File: config.mk
export PLATFORM = sky130hd
export DESIGN_NAME = accel_mode_irq_control_regs
export DESIGN_NICKNAME = d
export VERILOG_FILES = /design/src/include/accel_regs_pkg.sv /design/src/verilog/accel_mode_irq_control_regs.sv
export SDC_FILE = /design/constraint.sdc
export NUM_CORES = 1
export LEC_CHECK = 0
export CORE_ASPECT_RATIO = 1.5
export CORE_MARGIN = 2
export CORE_UTILIZATION = 40
export CTS_BUF_LIST = sky130_fd_sc_hd__clkbuf_8
export DETAILED_ROUTE_END_ITERATION = 8
export DONT_BUFFER_PORTS = 1
export PLACE_DENSITY = 0.66
export SLEW_MARGIN = 20
export SYNTH_ARGS = -nofsm -noshare
export SYNTH_HDL_FRONTEND = slang
export SYNTH_SLANG_ARGS = --single-unit
File: constraint.sdc
create_clock -name sys_clk -period 8.5 [get_ports sys_clk]
set_input_delay 1.7 -clock sys_clk [delete_from_list [all_inputs] [get_ports sys_clk]]
set_output_delay 1.7 -clock sys_clk [all_outputs]
set_load 0.03 [all_outputs]
File: src/include/accel_regs_pkg.sv
package accel_regs_pkg;

  // Register offsets on the host byte port.
  localparam logic [7:0] ADDR_IRQ_STATUS  = 8'h01;
  localparam logic [7:0] ADDR_MODE_STATUS = 8'h02;
  localparam logic [7:0] ADDR_SELF_TEST   = 8'h07;
  localparam logic [7:0] ADDR_MODE_CFG    = 8'h08;
  localparam logic [7:0] ADDR_RATE_AXIS   = 8'h09;
  localparam logic [7:0] ADDR_IRQ_ROUTE   = 8'h0a;

  // Interrupt source status bit positions.
  localparam int BIT_ACTIVITY   = 7;
  localparam int BIT_TAP        = 5;
  localparam int BIT_COMBO      = 4;
  localparam int BIT_OVERRUN    = 3;
  localparam int BIT_WATERMARK  = 2;
  localparam int BIT_SAMPLE_RDY = 1;
  localparam int BIT_INACTIVITY = 0;

  // Mode status bit positions.
  localparam int BIT_POLLED_RDY = 4;
  localparam int BIT_IN_MEASURE = 2;
  localparam int BIT_IN_WAKEUP  = 1;
  localparam int BIT_IN_PDOWN   = 0;

  // Control field positions.
  localparam int BIT_SELF_TEST  = 4;
  localparam int BIT_EXT_TRIG   = 7;
  localparam int BIT_EXT_CLOCK  = 6;
  localparam int BIT_SPI_3WIRE  = 5;
  localparam int BIT_SOFT_RST   = 4;
  localparam int BIT_LOWPASS    = 3;
  localparam int BIT_ACT_PIN2   = 7;
  localparam int BIT_INACT_PIN2 = 6;
  localparam int BIT_ACT_PIN1   = 5;
  localparam int BIT_INACT_PIN1 = 4;
  localparam int BIT_POL_PIN2   = 3;
  localparam int BIT_POL_PIN1   = 2;

  // Reset values of the writable registers.
  localparam logic [7:0] RST_SELF_TEST = 8'h00;
  localparam logic [7:0] RST_MODE_CFG  = 8'h00;
  localparam logic [7:0] RST_RATE_AXIS = 8'h07;
  localparam logic [7:0] RST_IRQ_ROUTE = 8'h00;

  // Operating-mode field codes.
  localparam logic [1:0] OPMODE_PDOWN   = 2'h0;
  localparam logic [1:0] OPMODE_WAKEUP  = 2'h1;
  localparam logic [1:0] OPMODE_MEASURE = 2'h2;

  // Timing: system clock, fastest rate, non-latched pulse width.
  localparam int SYS_HZ          = 20000000;
  localparam int RATE_MAX_HZ     = 400;
  localparam int RATE_MAX_CODE   = 6;
  localparam int WAKE_SHIFT_BASE = 8;
  localparam int WAKE_MAX_CODE   = 5;
  localparam int PULSE_NS        = 25000;
  localparam int CLK_NS          = 50;
  localparam int PULSE_CYCLES    = PULSE_NS / CLK_NS;

  typedef enum logic [1:0] {
    MODE_PDOWN,
    MODE_WAKEUP,
    MODE_MEASURE
  } op_mode_type;

endpackage : accel_regs_pkg

File: src/verilog/accel_mode_irq_control_regs.sv
`timescale 1ns/1ps
// What this block does
// - Activity wakeup-to-measure sets status bit 7.
// - Single or double tap sets bit 5.
// - Combinational motion event sets bit 4.
// - Buffer full sets bit 3, watermark 2.
// - New axis sample sets bit 1.
// - Inactivity measure-to-wakeup sets bit 0.
// - Status read clears all; mode read clears ready.
// - Mode bits show measure, wakeup, power-down.
// - Wakeup samples at 1.56 to 50 Hz.
// - Control zero bit 4 enables self-test.
// - Mode bit 7 takes sampling from pin two.
// - Mode bit 6 takes clock from pin one.
// - Mode bit 5 selects three-wire SPI.
// - Mode field: 2 measure, 1 wakeup, 0 down.
// - Rate field codes 0..6 give 6.25..400 Hz.
// - Control one bit 3 enables low-pass.
// - Control one bits 2:0 enable Z Y X.
// - Control two bits 7:4 route mode events.
// - Control two bits 3:2 set pin polarity.
// - Control two bits 1:0 select range.
// - Latched pin waits status read, else pulses.
module accel_mode_irq_control_regs
  import accel_regs_pkg::*;
#(
  parameter logic [23:0] FAST_PERIOD = 24'(SYS_HZ / RATE_MAX_HZ)
) (
  // Clock and reset.
  input  wire logic       sys_clk,
  input  wire logic       arst_n,
  // Host register byte port.
  input  wire logic [7:0] reg_addr,
  input  wire logic [7:0] reg_wdata,
  input  wire logic       reg_wr,
  input  wire logic       reg_rd,
  output logic      [7:0] reg_rdata,
  // Event pulses from the motion, buffer and axis paths.
  input  wire logic       activity_detect,
  input  wire logic       inactivity_detect,
  input  wire logic       tap_event,
  input  wire logic       combo_motion_event,
  input  wire logic       buffer_full_event,
  input  wire logic       buffer_watermark_event,
  input  wire logic       sample_ready_event,
  // Settings held outside this group.
  input  wire logic [2:0] wake_rate_sel,
  input  wire logic [1:0] pin_latched,
  // Settings driven to the sensor core.
  output logic            sample_strobe,
  output logic            self_test_enable,
  output logic            spi_three_wire,
  output logic            lowpass_enable,
  output logic      [2:0] axis_enable,
  output logic      [1:0] range_select,
  // Interrupt pins one (bit 0) and two (bit 1).
  input  wire logic [1:0] irq_pin_in,
  output logic      [1:0] irq_pin_out,
  output logic      [1:0] irq_pin_oe
);

  typedef struct packed {
    logic [7:0]  irq_status;
    logic        polled_ready;
    op_mode_type mode;
    logic        self_test;
    logic [3:0]  mode_cfg_hi;
    logic [1:0]  opmode_field;
    logic [6:0]  rate_axis;
    logic [7:0]  route;
    logic [23:0] rate_cnt;
    logic [1:0]  sync1;
    logic [1:0]  sync2;
    logic [1:0]  sync3;
    logic [1:0]  pin_level;
    logic [1:0]  pin_active;
    logic [17:0] pulse_cnt;
    logic        strobe;
    logic [7:0]  rdata;
  } state_type;

  state_type s_q;
  state_type s_d;

  logic [1:0] pin_rise;
  logic [1:0] pin_event;
  logic [1:0] pin_pol;
  logic [3:0] shamt;
  logic [2:0] wsel;
  logic [2:0] rsel;
  logic [23:0] period;
  logic        tick;
  logic        rd_sts;
  logic        rd_mode;
  logic        act_evt;
  logic        inact_evt;

  // Decode reads and the mode-change events.
  assign rd_sts    = reg_rd && (reg_addr == ADDR_IRQ_STATUS);
  assign rd_mode   = reg_rd && (reg_addr == ADDR_MODE_STATUS);
  assign act_evt   = activity_detect && (s_q.mode == MODE_WAKEUP);
  assign inact_evt = inactivity_detect && (s_q.mode == MODE_MEASURE);

  // Sample period; wakeup codes above 50 Hz clamp to 50 Hz.
  always_comb begin
    wsel = (wake_rate_sel > 3'(WAKE_MAX_CODE)) ? 3'(WAKE_MAX_CODE)
                                              : wake_rate_sel;
    rsel = (s_q.rate_axis[6:4] > 3'(RATE_MAX_CODE)) ? 3'(RATE_MAX_CODE)
                                                    : s_q.rate_axis[6:4];
    if (s_q.mode == MODE_WAKEUP) begin
      shamt = 4'(WAKE_SHIFT_BASE) - {1'b0, wsel};
    end else begin
      shamt = 4'(RATE_MAX_CODE) - {1'b0, rsel};
    end
    period = FAST_PERIOD << shamt;
  end

  // Pin change counts once the second and third stages agree.
  always_comb begin
    for (int i = 0; i < 2; i++) begin
      pin_rise[i] = (s_q.sync2[i] == s_q.sync3[i]) && s_q.sync3[i]
                    && !s_q.pin_level[i];
    end
    pin_pol = {s_q.route[BIT_POL_PIN2], s_q.route[BIT_POL_PIN1]};
    pin_event[0] = (act_evt && s_q.route[BIT_ACT_PIN1])
                || (inact_evt && s_q.route[BIT_INACT_PIN1]);
    pin_event[1] = (act_evt && s_q.route[BIT_ACT_PIN2])
                || (inact_evt && s_q.route[BIT_INACT_PIN2]);
    tick = s_q.mode_cfg_hi[BIT_EXT_CLOCK - 4] ? pin_rise[0] : 1'b1;
  end

  // Next-state logic for the whole block.
  always_comb begin
    s_d        = s_q;
    s_d.strobe = 1'b0;
    s_d.sync1  = irq_pin_in;
    s_d.sync2  = s_q.sync1;
    s_d.sync3  = s_q.sync2;
    for (int i = 0; i < 2; i++) begin
      if (s_q.sync2[i] == s_q.sync3[i]) begin
        s_d.pin_level[i] = s_q.sync3[i];
      end
    end

    if (rd_sts) begin
      s_d.irq_status = 8'h00;
    end
    if (rd_mode) begin
      s_d.polled_ready = 1'b0;
    end
    if (tap_event) s_d.irq_status[BIT_TAP] = 1'b1;
    if (combo_motion_event) s_d.irq_status[BIT_COMBO] = 1'b1;
    if (buffer_full_event) s_d.irq_status[BIT_OVERRUN] = 1'b1;
    if (buffer_watermark_event) s_d.irq_status[BIT_WATERMARK] = 1'b1;
    if (sample_ready_event) begin
      s_d.irq_status[BIT_SAMPLE_RDY] = 1'b1;
      s_d.polled_ready               = 1'b1;
    end
    if (act_evt) begin
      s_d.irq_status[BIT_ACTIVITY] = 1'b1;
      s_d.mode                     = MODE_MEASURE;
    end
    if (inact_evt) begin
      s_d.irq_status[BIT_INACTIVITY] = 1'b1;
      s_d.mode                       = MODE_WAKEUP;
    end

    // Host writes; drops unassigned bits.
    if (reg_wr) begin
      unique case (reg_addr)
        ADDR_SELF_TEST: s_d.self_test = reg_wdata[BIT_SELF_TEST];
        ADDR_MODE_CFG: begin
          if (reg_wdata[BIT_SOFT_RST]) begin
            // Soft reset restores defaults and is not stored.
            s_d.self_test    = RST_SELF_TEST[BIT_SELF_TEST];
            s_d.mode_cfg_hi  = RST_MODE_CFG[7:4];
            s_d.opmode_field = RST_MODE_CFG[1:0];
            s_d.rate_axis    = RST_RATE_AXIS[6:0];
            s_d.route        = RST_IRQ_ROUTE;
            s_d.mode         = MODE_PDOWN;
          end else begin
            s_d.mode_cfg_hi  = {reg_wdata[7:5], 1'b0};
            s_d.opmode_field = reg_wdata[1:0];
            unique case (reg_wdata[1:0])
              OPMODE_MEASURE: s_d.mode = MODE_MEASURE;
              OPMODE_WAKEUP:  s_d.mode = MODE_WAKEUP;
              default:        s_d.mode = MODE_PDOWN;
            endcase
          end
        end
        ADDR_RATE_AXIS: s_d.rate_axis = reg_wdata[6:0];
        ADDR_IRQ_ROUTE: s_d.route = reg_wdata;
        default: ;
      endcase
    end

    // Sample timing; the counter idles in power-down.
    if (s_q.mode == MODE_PDOWN) begin
      s_d.rate_cnt = 24'h000000;
    end else if (s_q.mode_cfg_hi[BIT_EXT_TRIG - 4]) begin
      s_d.rate_cnt = 24'h000000;
      s_d.strobe   = pin_rise[1];
    end else if (tick) begin
      if (s_q.rate_cnt >= period - 24'h000001) begin
        s_d.rate_cnt = 24'h000000;
        s_d.strobe   = 1'b1;
      end else begin
        s_d.rate_cnt = s_q.rate_cnt + 24'h000001;
      end
    end

    for (int i = 0; i < 2; i++) begin
      if (pin_latched[i]) begin
        s_d.pulse_cnt[i*9 +: 9] = 9'h000;
        if (pin_event[i]) begin
          s_d.pin_active[i] = 1'b1;
        end else if (rd_sts) begin
          s_d.pin_active[i] = 1'b0;
        end
      end else if (pin_event[i]) begin
        s_d.pin_active[i]       = 1'b1;
        s_d.pulse_cnt[i*9 +: 9] = 9'(PULSE_CYCLES - 1);
      end else if (s_q.pulse_cnt[i*9 +: 9] != 9'h000) begin
        s_d.pulse_cnt[i*9 +: 9] = s_q.pulse_cnt[i*9 +: 9] - 9'h001;
      end else begin
        s_d.pin_active[i] = 1'b0;
      end
    end

    // Read data; unassigned bits read zero.
    s_d.rdata = 8'h00;
    if (reg_rd) begin
      unique case (reg_addr)
        ADDR_IRQ_STATUS: s_d.rdata = s_q.irq_status;
        ADDR_MODE_STATUS: s_d.rdata = {3'h0, s_q.polled_ready, 1'b0,
                                       s_q.mode == MODE_MEASURE,
                                       s_q.mode == MODE_WAKEUP,
                                       s_q.mode == MODE_PDOWN};
        ADDR_SELF_TEST: s_d.rdata = {3'h0, s_q.self_test, 4'h0};
        ADDR_MODE_CFG:  s_d.rdata = {s_q.mode_cfg_hi, 2'h0,
                                     s_q.opmode_field};
        ADDR_RATE_AXIS: s_d.rdata = {1'b0, s_q.rate_axis};
        ADDR_IRQ_ROUTE: s_d.rdata = s_q.route;
        default:        s_d.rdata = 8'h00;
      endcase
    end
  end

  // State register; reset loads only constants.
  always_ff @(posedge sys_clk or negedge arst_n) begin
    if (!arst_n) begin
      s_q              <= '0;
      s_q.mode         <= MODE_PDOWN;
      s_q.self_test    <= RST_SELF_TEST[BIT_SELF_TEST];
      s_q.mode_cfg_hi  <= RST_MODE_CFG[7:4];
      s_q.opmode_field <= RST_MODE_CFG[1:0];
      s_q.rate_axis    <= RST_RATE_AXIS[6:0];
      s_q.route        <= RST_IRQ_ROUTE;
    end else begin
      s_q <= s_d;
    end
  end

  // Outputs; a pin used as an input is never driven.
  assign reg_rdata        = s_q.rdata;
  assign sample_strobe    = s_q.strobe;
  assign self_test_enable = s_q.self_test;
  assign spi_three_wire   = s_q.mode_cfg_hi[BIT_SPI_3WIRE - 4];
  assign lowpass_enable   = s_q.rate_axis[BIT_LOWPASS];
  assign axis_enable      = s_q.rate_axis[2:0];
  assign range_select     = s_q.route[1:0];
  assign irq_pin_out      = s_q.pin_active ^ pin_pol;
  assign irq_pin_oe       = ~{s_q.mode_cfg_hi[BIT_EXT_TRIG - 4],
                              s_q.mode_cfg_hi[BIT_EXT_CLOCK - 4]};
endmodule : accel_mode_irq_control_regs
==> metrics.md, run 1 <==
| Metric | Value |
|---|---|
| Io pins | `55` |
| Fin. Hold Viols | `0` |
| Most frequent cells in the layout | `dfrtp_1 (89), nand2_1 (71), a21oi_1 (57), nand3_1 (34), ha_1 (34)` |
| WL/cell | `around 18 um` |
| Vias in the first global route | `4633` |
| Worst-Margin Slew | `between 0.9 and 1 ns` |
| R2r setup slk | `3.08 ns` |
| Clk slew on worst S/H paths | `0.10 ns` |
| Critical path arrival | `5.95 ns` |
| Mapped Cells | `597` |
| DIE HEIGHT | `148 um` |
| Final Critical Period | `5.65 ns` |
| Share of the synthesized area in the top cell type | `40.2%` |
| Drt drc | `0` |
| RSZ-0062 raised after global routing | `false` |
| Antenna cells | `0` |
| Largest family of logic cells by synthesized area | `simple AND/OR/NAND/NOR gates` |
| Area growth, synth to finish | `4.52%` |
| Final nets | `643` |
| Unique cell type count in the Yosys netlist | `between 60 and 70` |
| Kind of critical path | `input pin to register` |
| Internal power | `0.803 mW` |
| Final wirelength | `roughly 14000 um` |
| CTS buffer count | `9` |
| Total Power | `1.21 mW` |
| CP Launch Type | `input pin` |
| CTS tree | `built` |
| Post-Synth XOR/XNOR Area | `2.85%` |
| Final ANT Viol Nets | `0` |
| PD cells | `209 nW/um^2` |
| Fraction of the mapped netlist area in simple logic gates | `21.5%` |
| Die Wd | `100 um` |
| Number of setup buffers added after CTS | `0` |
| Crit share post-route | `between 60% and 70%` |
| H-Tree Level Count | `3` |
| Setup tns final | `0 ns` |
| CTS Hold Bufs | `0` |
| Initial antenna violation count | `0` |
| Total GRT Usage | `19.2%` |
| Finished Core Util | `between 40% and 50%` |
| Core Box Area | `13500 sq um` |
| FF-to-FF End | `s_q[51]` |
| PortBufs | `0` |
| Commonest non-fill, non-tap cell in the layout | `dfrtp_1` |
| HP Class | `register to register` |
| Clock Root Buffer | `clkbuf_8` |
| CTS-repair resized insts | `0` |
| Insertion delay to the later sink of the worst-skew pair | `0.38 ns` |
| Clock Sinks | `92` |
| CP Max Fanout | `20` |
| Rel. slew slack | `between 30% and 40%` |
| LEAKAGE | `about 2.4 nW` |
| Via count | `4458` |
| FFs w/ async S/R, synth | `100%` |
| Rows | `52` |
| R2R depth | `16` |
| Switching pwr | `0.406 mW` |
| Final Wtd Congestion | `0.937` |
| Mux contribution to synthesized area | `2.15%` |
| Ys flop type | `dfrtp_1` |
| Initial Util | `between 40% and 50%` |
| DR iter-0 viols | `180` |
| Clk pwr share | `between 20% and 30%` |
| Seq/Total Area, Yosys | `41.6%` |
| Sw frac | `33.6%` |
| Hold Crit Depth | `0` |
| Achievable frequency | `177 MHz` |
| Yosys reg bits | `92` |
| Comb pwr share | `27.6%` |
| Post-DP HPWL | `roughly 10000 um` |
| CP required | `between 8 and 9 ns` |
| Final-report max-slew violation count | `0` |
| Leading area contributor after synthesis | `dfrtp_1` |
| Grt ovf | `0` |
| Outcome | `completed` |
| Via/cell ratio | `6.01` |
| Synth Cell Area | `5540 sq um` |
| EDFF count, synth | `0` |
| Final setup viols | `0` |
| Setup crit end kind | `register` |
| Die area | `14800 sq um` |
| Max cap viols | `0` |
| Syn Nets | `665` |
| Sequential Power Share | `44.0%` |
| Pin count of the biggest net entering global routing | `93` |
| Worst hold start | `s_d[33]` |
| WHS | `between 0.3 and 0.4 ns` |
| Top post-synthesis cells by area | `dfrtp_1 (40%), ha_1 (7.7%), a21oi_1 (5.2%), nand2_1 (4.8%), nand3_1 (3.1%)` |
| VDD IR-drop max | `152 uV` |
| Yosys warns | `0` |
| CP startpoint | `wake_rate_sel[1]` |
| Global-route wire length before repair | `22500 um` |
| Clock Tree Buf Depth | `2` |
| Worst r2r src | `s_q[83]` |
| Ratio of cells with drive above 1 in the final layout | `slightly above 8%` |
| Synth Area per Inst | `roughly 9 sq um` |
| Adder-Cell Fraction of Synth Area | `7.68%` |
| Post-synthesis compound-gate area fraction | `19.0%` |
| First-pass DRT Iterations | `5` |
| Worst Hold End | `s_d[31]` |
| Clock skew after layout | `0.0106 ns` |
==> registers in the layout (all words and copies together) (netlist names) <==
| signal | cells |
|---|---|
| s_q | 69 |
| reg_rdata | 8 |
| lowpass_enable | 1 |
| range_select | 2 |
| axis_enable | 3 |
| s_d | 4 |
| self_test_enable | 1 |
| pin_pol | 2 |
| sample_strobe | 1 |
| spi_three_wire | 1 |
==> cell families (layout without fill, tap and decap cells) <==
| family | after synthesis | after routing |
|---|---|---|
| buffers and inverters | 57 | 40 |
| XOR/XNOR | 18 | 18 |
| adder cells (fa/ha/maj) | 34 | 34 |
| AO/OA/AOI/OAI | 163 | 163 |
| multiplexers | 11 | 11 |
| AND/OR/NAND/NOR | 222 | 222 |
| flip-flops | 92 | 92 |
==> power groups by stage <==
stage,registers [mW],logic [mW],clock network [mW]
finish,0.532,0.333,0.344
detailed placement,0.540,0.333,0
global route,0.538,0.378,0.368
floorplan,0.522,0.295,0
global placement,0.537,0.320,0
CTS,0.532,0.334,0.351
==> critical path: stages <==
cell	delay, ns
nor2_1	0.17
nor2_2	0.08
o21ai_0	0.07
o21ai_0	0.27
inv_1	0.22
ha_1	0.37
nand2_1	0.16
ha_1	0.29
nand3_1	0.09
a21oi_1	0.06
o31a_1	0.27
ha_1	0.31
a41oi_1	0.18
o21ai_0	0.11
a21oi_1	0.21
nand4_1	0.67
or3_1	0.61
o21ai_1	0.09
==> per-stage QoR <==
| step | instance area, sq um | std cells | worst slack (ns) |
|---|---|---|---|
| 2_1_floorplan | 5540 | 597 | 3.44 |
| 3_3_place_gp | 5540 | 726 | 2.62 |
| 3_5_place_dp | 5550 | 726 | 2.47 |
| 4_1_cts | 5780 | 742 | 2.85 |
| 5_1_grt | 5790 | 742 | 2.38 |
| 6_report | 5790 | 742 | 2.85 |
==> cells in the mapped netlist, types with 8 or more instances <==
| cell type | count |
|---|---|
| a21o_1 | 9 |
| a21oi_1 | 57 |
| buf_4 | 16 |
| clkbuf_1 | 9 |
| dfrtp_1 | 89 |
| ha_1 | 34 |
| inv_1 | 23 |
| nand2_1 | 71 |
| nand2b_1 | 8 |
| nand3_1 | 34 |
| nor2_1 | 31 |
| nor3_1 | 12 |
| o21ai_0 | 24 |
| o21ai_1 | 17 |
| o311ai_1 | 8 |
| or3_1 | 10 |
| xnor2_1 | 10 |
| xor2_1 | 8 |
==> final cells by class <==
type,count,area (sq um)
clock buffer,10,138
clock inverter,6,95.1
fill,1325,7740
inverter,24,90.1
multi-input combinational,448,2960
sequential,92,2310
tap,162,203
==> how the worst max path moves through the flow <==
stage / cells past startpoint / slack (ns) / to
finish: 18 / 2.85 / s_q[51]
global placement: 18 / 2.62 / s_q[54]
global route: 18 / 2.38 / s_q[51]
floorplan: 21 / 3.44 / s_q[57]
CTS: 18 / 2.85 / s_q[51]
detailed placement: 18 / 2.47 / s_q[54]
==> routing by layer <==
metal,track usage [%],vias to the layer above,wire length [um]
met5,0,-,0
li1,-,2124,-
met4,11.1,0,635
met2,34.3,144,7110
met3,4.65,40,804
met1,20.2,2150,5060
Note: power is estimated with default switching activity, not from simulation.
==> inputs of run 2 (changes only) <==
--- a/config.mk
+++ b/config.mk
@@ -11,7 +11,7 @@
 export CTS_BUF_LIST = sky130_fd_sc_hd__clkbuf_8
 export DETAILED_ROUTE_END_ITERATION = 8
 export DONT_BUFFER_PORTS = 1
-export PLACE_DENSITY = 0.66
+export PLACE_DENSITY = 0.68
 export SLEW_MARGIN = 20
 export SYNTH_ARGS = -nofsm -noshare
 export SYNTH_HDL_FRONTEND = slang
==> constraint.sdc (replaced) <==
create_clock -name sys_clk -period 5 [get_ports sys_clk]
set_input_delay 1 -clock sys_clk [delete_from_list [all_inputs] [get_ports sys_clk]]
set_output_delay 1 -clock sys_clk [all_outputs]
set_load 0.03 [all_outputs]
==> metrics.md, run 2 (synthesis gave the netlist of run 1 again) <==
| Metric | Value |
|---|---|
| DR iter-0 viols | `262 (+46%)` |
| CP max stage delay | `0.58 ns (-0.09 ns)` |
| WL/cell | `17.9 um (-2.5%)` |
| Max cap viols | `0 (unchanged)` |
| Crit share post-route | `91.2%` |
| Final Wtd Congestion | `0.872 (-6.9%)` |
| RSZ-0062 raised after global routing | `false` |
| Outcome | `completed` |
| Cell Chain, Critical Path | `nand2b_2 -> nor2_2 -> o21ai_0 -> o21ai_0 -> inv_1 -> ha_1 -> nand2_1 -> ha_1 -> a21oi_1 -> o31a_1 -> ha_1 -> a41oi_1 -> o21ai_0 -> a21oi_1 -> and4_1 -> buf_4 -> o21ai_0 -> a31oi_1` |
| Final ANT Viol Nets | `0 (unchanged)` |
| First-pass DRT Iterations | `5 (unchanged)` |
| Antenna cells | `0 (unchanged)` |
| DIE HEIGHT | `148 um (unchanged)` |
| Setup crit end kind | `register` |
| Initial antenna violation count | `0 (unchanged)` |
| Number of setup buffers added after CTS | `0 (unchanged)` |
| H-Tree Level Count | `3 (unchanged)` |
| Via count | `4425 (-0.74%)` |
| Ratio of cells with drive above 1 in the final layout | `8.73% (+0.63 points)` |
| DP Cell Count | `730 (+0.55%)` |
| Final-report max-slew violation count | `0 (unchanged)` |
| Number of flip-flops in the largest register | `69 (unchanged)` |
| Setup tns final | `0 ns (unchanged)` |
| Clk slew on worst S/H paths | `0.10 ns (about the same)` |
| Worst-Margin Slew | `0.933 ns (+0.0237 ns)` |
| CTS Hold Bufs | `0 (unchanged)` |
| Global-route wire length before repair | `22000 um (-2.0%)` |
| Final setup viols | `0 (unchanged)` |
| VDD IR-drop max | `283 uV (+86%)` |
| CP required | `5.30 ns (-3.50 ns)` |
| Final wirelength | `13300 um (-2.0%)` |
| Initial Util | `40.9% (unchanged)` |
| Core Box Area | `13500 sq um (unchanged)` |
| PD cells | `347 nW/um^2 (+66%)` |
| WHS | `0.314 ns (-0.0438 ns)` |
| Rows | `52 (unchanged)` |
| Area growth, synth to finish | `4.36%` |
| Post-DP HPWL | `9940 um (-1.1%)` |
| Clock Root Buffer | `clkbuf_8` |
| CTS buffer count | `9 (unchanged)` |
| Most used cell, CP | `o21ai_0` |
| Clock Sinks | `92 (unchanged)` |
| Total Power | `2.01 mW (+66%)` |
| Critical path arrival | `4.86 ns (-1.09 ns)` |
| Final Critical Period | `about 4.6 ns` |
| Worst path slowest cell | `dfrtp_1` |
| Clock skew after layout | `0.0109 ns (+0.000302 ns)` |
| Achievable frequency | `219 MHz` |
| PortBufs | `0 (unchanged)` |
| Kind of critical path | `register to register` |
| Via/cell ratio | `5.93 (-1.3%)` |
| Grt ovf | `0 (unchanged)` |
| Commonest non-fill, non-tap cell in the layout | `dfrtp_1` |
| CTS-repair resized insts | `0 (unchanged)` |
| Clock Tree Buf Depth | `2 (unchanged)` |
| CTS tree | `built` |
| Die area | `14800 sq um (unchanged)` |
| HP Class | `input pin to asynchronous set/reset pin` |
| Drt drc | `0 (unchanged)` |
| Biggest register | `s_q` |
| CP Launch Type | `register` |
| Die Wd | `100 um (unchanged)` |
| Rel. slew slack | `37.5% (-1.9 points)` |
| Vias in the first global route | `4437 (-4.2%)` |
| LEAKAGE | `2.41 nW (+0.26%)` |
| Most frequent cells in the layout | `dfrtp_1 (89), nand2_1 (71), a21oi_1 (57), nand3_1 (34), ha_1 (34)` |
| Io pins | `55 (unchanged)` |
| Total GRT Usage | `18.7% (-0.50 points)` |
| Pin count of the biggest net entering global routing | `93 (unchanged)` |
| Insertion delay to the later sink of the worst-skew pair | `0.37 ns (about the same)` |
| Fillers | `1327 (+0.15%)` |
| CP Max Fanout | `26 (+30%)` |
| Fin. Hold Viols | `0 (unchanged)` |
| Final nets | `647 (+0.62%)` |
| Non-Filler Instances | `746 (+0.54%)` |
-- run 2: metrics by stage --
stage                     setup slack, ns  util (%)  instance area [sq um]
after global placement              0.410      41.2                   5570
after floorplan                     0.641         -                   5540
after CTS                           0.460      42.7                   5770
final                               0.439      42.7                   5780
after global routing               0.0522      42.7                   5780
after detailed placement            0.165      41.2                   5570
-- run 2: final timing paths --
path | start | to | slack (ns) | cells past startpoint
max in group asynchronous | arst_n | axis_enable[2] | 4.45 | 0
min in group sys_clk | s_d[34] | s_d[32] | 0.37 | 0
worst min-delay path | arst_n | s_q[55] | 0.31 | 0
worst max register to register | s_q[83] | s_q[44] | 0.44 | 18
worst max-delay path | s_q[83] | s_q[44] | 0.44 | 18
worst min register to register | s_d[34] | s_d[32] | 0.37 | 0
-- run 2: power breakdown --
part           switching [mW]  internal, mW  total [mW]
Clock                   0.287         0.238       0.526
Sequential             0.0825         0.822       0.904
Combinational           0.327         0.250       0.577
Total                   0.696          1.31        2.01
-- run 2: worst max-delay path, delay by kind of cell (launching register included) --
family,cells,cell delay [ns]
adders and majority gates,3,0.98
DFF,1,0.58
and+or+nand+nor,4,0.76
buffers and inverters,2,0.47
AOI/OAI and AO/OA,9,1.68
-- run 2: cell type report --
| class | instances | area, sq um | area share (%) |
|---|---|---|---|
| repair buffers | 4 | 30.0 | 0.520 |
| clock inverters | 7 | 78.8 | 1.36 |
| clock buffers | 9 | 124 | 2.14 |
| inverters | 24 | 90.1 | 1.56 |
| well taps | 162 | 203 | 3.51 |
| flip-flops and latches | 92 | 2310 | 39.9 |
| multi-input cells | 448 | 2950 | 51.0 |
-- run 2: layer usage --
metal | vias up | wire [um] | track usage [%]
met5 | - | 0 | 0
met4 | 0 | 411 | 7.33
met3 | 28 | 660 | 4.14
met2 | 114 | 7260 | 34.0
met1 | 2143 | 5000 | 20.9
li1 | 2140 | - | -
==> inputs of run 3 (changes only) <==
--- a/config.mk
+++ b/config.mk
@@ -5,13 +5,13 @@
 export SDC_FILE = /design/constraint.sdc
 export NUM_CORES = 1
 export LEC_CHECK = 0
+export BUFFER_PORTS_ARGS = -buffer_cell sky130_fd_sc_hd__buf_4
 export CORE_ASPECT_RATIO = 1.5
 export CORE_MARGIN = 2
 export CORE_UTILIZATION = 40
 export CTS_BUF_LIST = sky130_fd_sc_hd__clkbuf_8
 export DETAILED_ROUTE_END_ITERATION = 8
-export DONT_BUFFER_PORTS = 1
-export PLACE_DENSITY = 0.68
+export PLACE_DENSITY = 0.72
 export SLEW_MARGIN = 20
 export SYNTH_ARGS = -nofsm -noshare
 export SYNTH_HDL_FRONTEND = slang
==> metrics.md, run 3 (synthesis gave the netlist of run 1 again) <==
| Metric | Value |
|---|---|
| Die Wd | `100 um (unchanged)` |
| CTS tree | `built` |
| Setup crit end kind | `register` |
| R2R depth | `18 (unchanged)` |
| Worst r2r src | `s_q[83]` |
| Biggest register | `s_q` |
| First-pass DRT Iterations | `6 (+1)` |
| LEAKAGE | `2.67 nW (+11%)` |
| Antenna cells | `0 (unchanged)` |
| RSZ-0062 raised after global routing | `false` |
| R2r setup slk | `0.70 ns (+0.26 ns)` |
| Total GRT Usage | `19.2% (+0.49 points)` |
| HP Class | `register to register` |
| Clock skew after layout | `0.0112 ns (+0.000211 ns)` |
| Final Wtd Congestion | `0.850 (-2.5%)` |
| Total Power | `2.06 mW (+2.7%)` |
| Ratio of cells with drive above 1 in the final layout | `16.6% (+7.9 points)` |
| Worst hold start | `s_d[33]` |
| Worst-Margin Slew | `0.912 ns (-0.0209 ns)` |
| Hold Crit Depth | `0` |
| Final ANT Viol Nets | `0 (unchanged)` |
| CP Launch Type | `input pin` |
| Rows | `52 (unchanged)` |
| Critical path arrival | `4.64 ns (-0.22 ns)` |
| Most frequent cells in the layout | `dfrtp_1 (89), nand2_1 (71), buf_4 (59), a21oi_1 (57)` |
| FF-to-FF End | `s_q[48]` |
| Final wirelength | `13700 um (+2.6%)` |
| Core Box Area | `13500 sq um (unchanged)` |
| Initial antenna violation count | `0 (unchanged)` |
| VDD IR-drop max | `192 uV (-32%)` |
| CP required | `5.27 ns (-0.03 ns)` |
| Rel. slew slack | `38.9% (+1.4 points)` |
| Final nets | `702 (+8.5%)` |
| Max cap viols | `0 (unchanged)` |
| Number of setup buffers added after CTS | `0 (unchanged)` |
| Grt ovf | `0 (unchanged)` |
| Area growth, synth to finish | `11.8%` |
| Post-DP HPWL | `10300 um (+3.8%)` |
| Via/cell ratio | `5.89 (-0.66%)` |
| PD cells | `333 nW/um^2 (-4.1%)` |
| H-Tree Level Count | `3 (unchanged)` |
| Fin. Hold Viols | `0 (unchanged)` |
| Vias in the first global route | `4728 (+6.6%)` |
| Kind of critical path | `input pin to register` |
| Io pins | `55 (unchanged)` |
| CTS buffer count | `9 (unchanged)` |
| Number of flip-flops in the largest register | `69 (unchanged)` |
| Insertion delay to the later sink of the worst-skew pair | `0.37 ns (about the same)` |
| WHS | `0.371 ns (+0.0571 ns)` |
| Clock Tree Buf Depth | `2 (unchanged)` |
| Area after DPL | `5980 sq um (+7.4%)` |
| DIE HEIGHT | `148 um (unchanged)` |
| Crit share post-route | `87.4% (-3.9 points)` |
| Worst Hold End | `s_d[31]` |
| Final setup viols | `0 (unchanged)` |
| Clock Root Buffer | `clkbuf_8` |
| Via count | `4720 (+6.7%)` |
| Drt drc | `0 (unchanged)` |
| Clk slew on worst S/H paths | `0.09 ns (about the same)` |
| Outcome | `completed` |
| Initial Util | `40.9% (unchanged)` |
| Commonest non-fill, non-tap cell in the layout | `dfrtp_1` |
| CP Max Fanout | `26 (unchanged)` |
| Setup tns final | `0 ns (unchanged)` |
| Final Critical Period | `4.37 ns (-0.193 ns)` |
| WL/cell | `17.1 um (-4.4%)` |
| Pin count of the biggest net entering global routing | `50 (-46%)` |
| DR iter-0 viols | `313 (+19%)` |
| Achievable frequency | `229 MHz (+4.4%)` |
| Design area | `6190 sq um (+7.1%)` |
| Clock Sinks | `92 (unchanged)` |
| Die area | `14800 sq um (unchanged)` |
| Global-route wire length before repair | `22700 um (+3.0%)` |
| PortBufs | `54 (+54)` |
| Final-report max-slew violation count | `0 (unchanged)` |
-- run 3: stage by stage --
| step | util [%] | setup slack [ns] | cells |
|---|---|---|---|
| floorplan | - | 0.641 | 597 |
| global placement | 44.2 | 0.172 | 785 |
| detailed placement | 44.2 | 0.0319 | 785 |
| CTS | 45.7 | 0.398 | 801 |
| global route | 45.7 | 0.224 | 801 |
| finish | 45.7 | 0.632 | 801 |
-- run 3: critical path, cell delays in order --
cell     delay (ns)
buf_4          0.13
nor2_1         0.17
nor2_2         0.08
o21ai_0        0.07
o21ai_0        0.13
inv_1          0.13
ha_1           0.36
nand2_1        0.16
ha_1           0.29
nand3_1        0.09
a21oi_1        0.06
o31a_1         0.24
ha_1           0.31
a41oi_1        0.18
o21ai_0        0.11
a21oi_1        0.20
and4_2         0.58
nand3_1        0.14
mux2i_1        0.20
-- run 3: per-layer routing --
layer / up-vias / wire (um) / GRT usage [%] / share of wire (%)
met5: - / 0 / 0 / 0
met4: 0 / 495 / 9.18 / 3.6
met3: 42 / 638 / 2.87 / 4.7
met2: 167 / 7370 / 34.6 / 54
met1: 2270 / 5190 / 21.9 / 38
li1: 2241 / - / - / -
-- run 3: how the worst max path moves through the flow --
stage,start,to,slack (ns),cells after the start
global route,wake_rate_sel[1],s_q[44],0.22,19
CTS,wake_rate_sel[1],s_q[48],0.40,19
detailed placement,wake_rate_sel[1],s_q[44],0.03,19
floorplan,wake_rate_sel[1],s_q[57],0.64,21
finish,wake_rate_sel[1],s_q[48],0.63,19
global placement,wake_rate_sel[1],s_q[44],0.17,19
-- run 3: report_power, final --
group          total, mW  switching (mW)  internal (mW)
combinational      0.654           0.380          0.274
clock              0.513           0.279          0.234
sequential         0.894          0.0721          0.821
-- run 3: layout make-up --
type | count | area [sq um]
fill | 1291 | 7340
multi-input combinational | 448 | 2950
inverter | 24 | 90.1
timing repair buffer | 59 | 443
tap | 162 | 203
clock inverter | 7 | 75.1
clock buffer | 9 | 124
sequential | 92 | 2310
-- run 3: repair_timing --
| item | 4_1_cts | 5_1_grt |
|---|---|---|
| setup endpoints to repair | 0 | 2 |
| hold buffers | 0 | 0 |
| resized for setup | 0 | 1 |
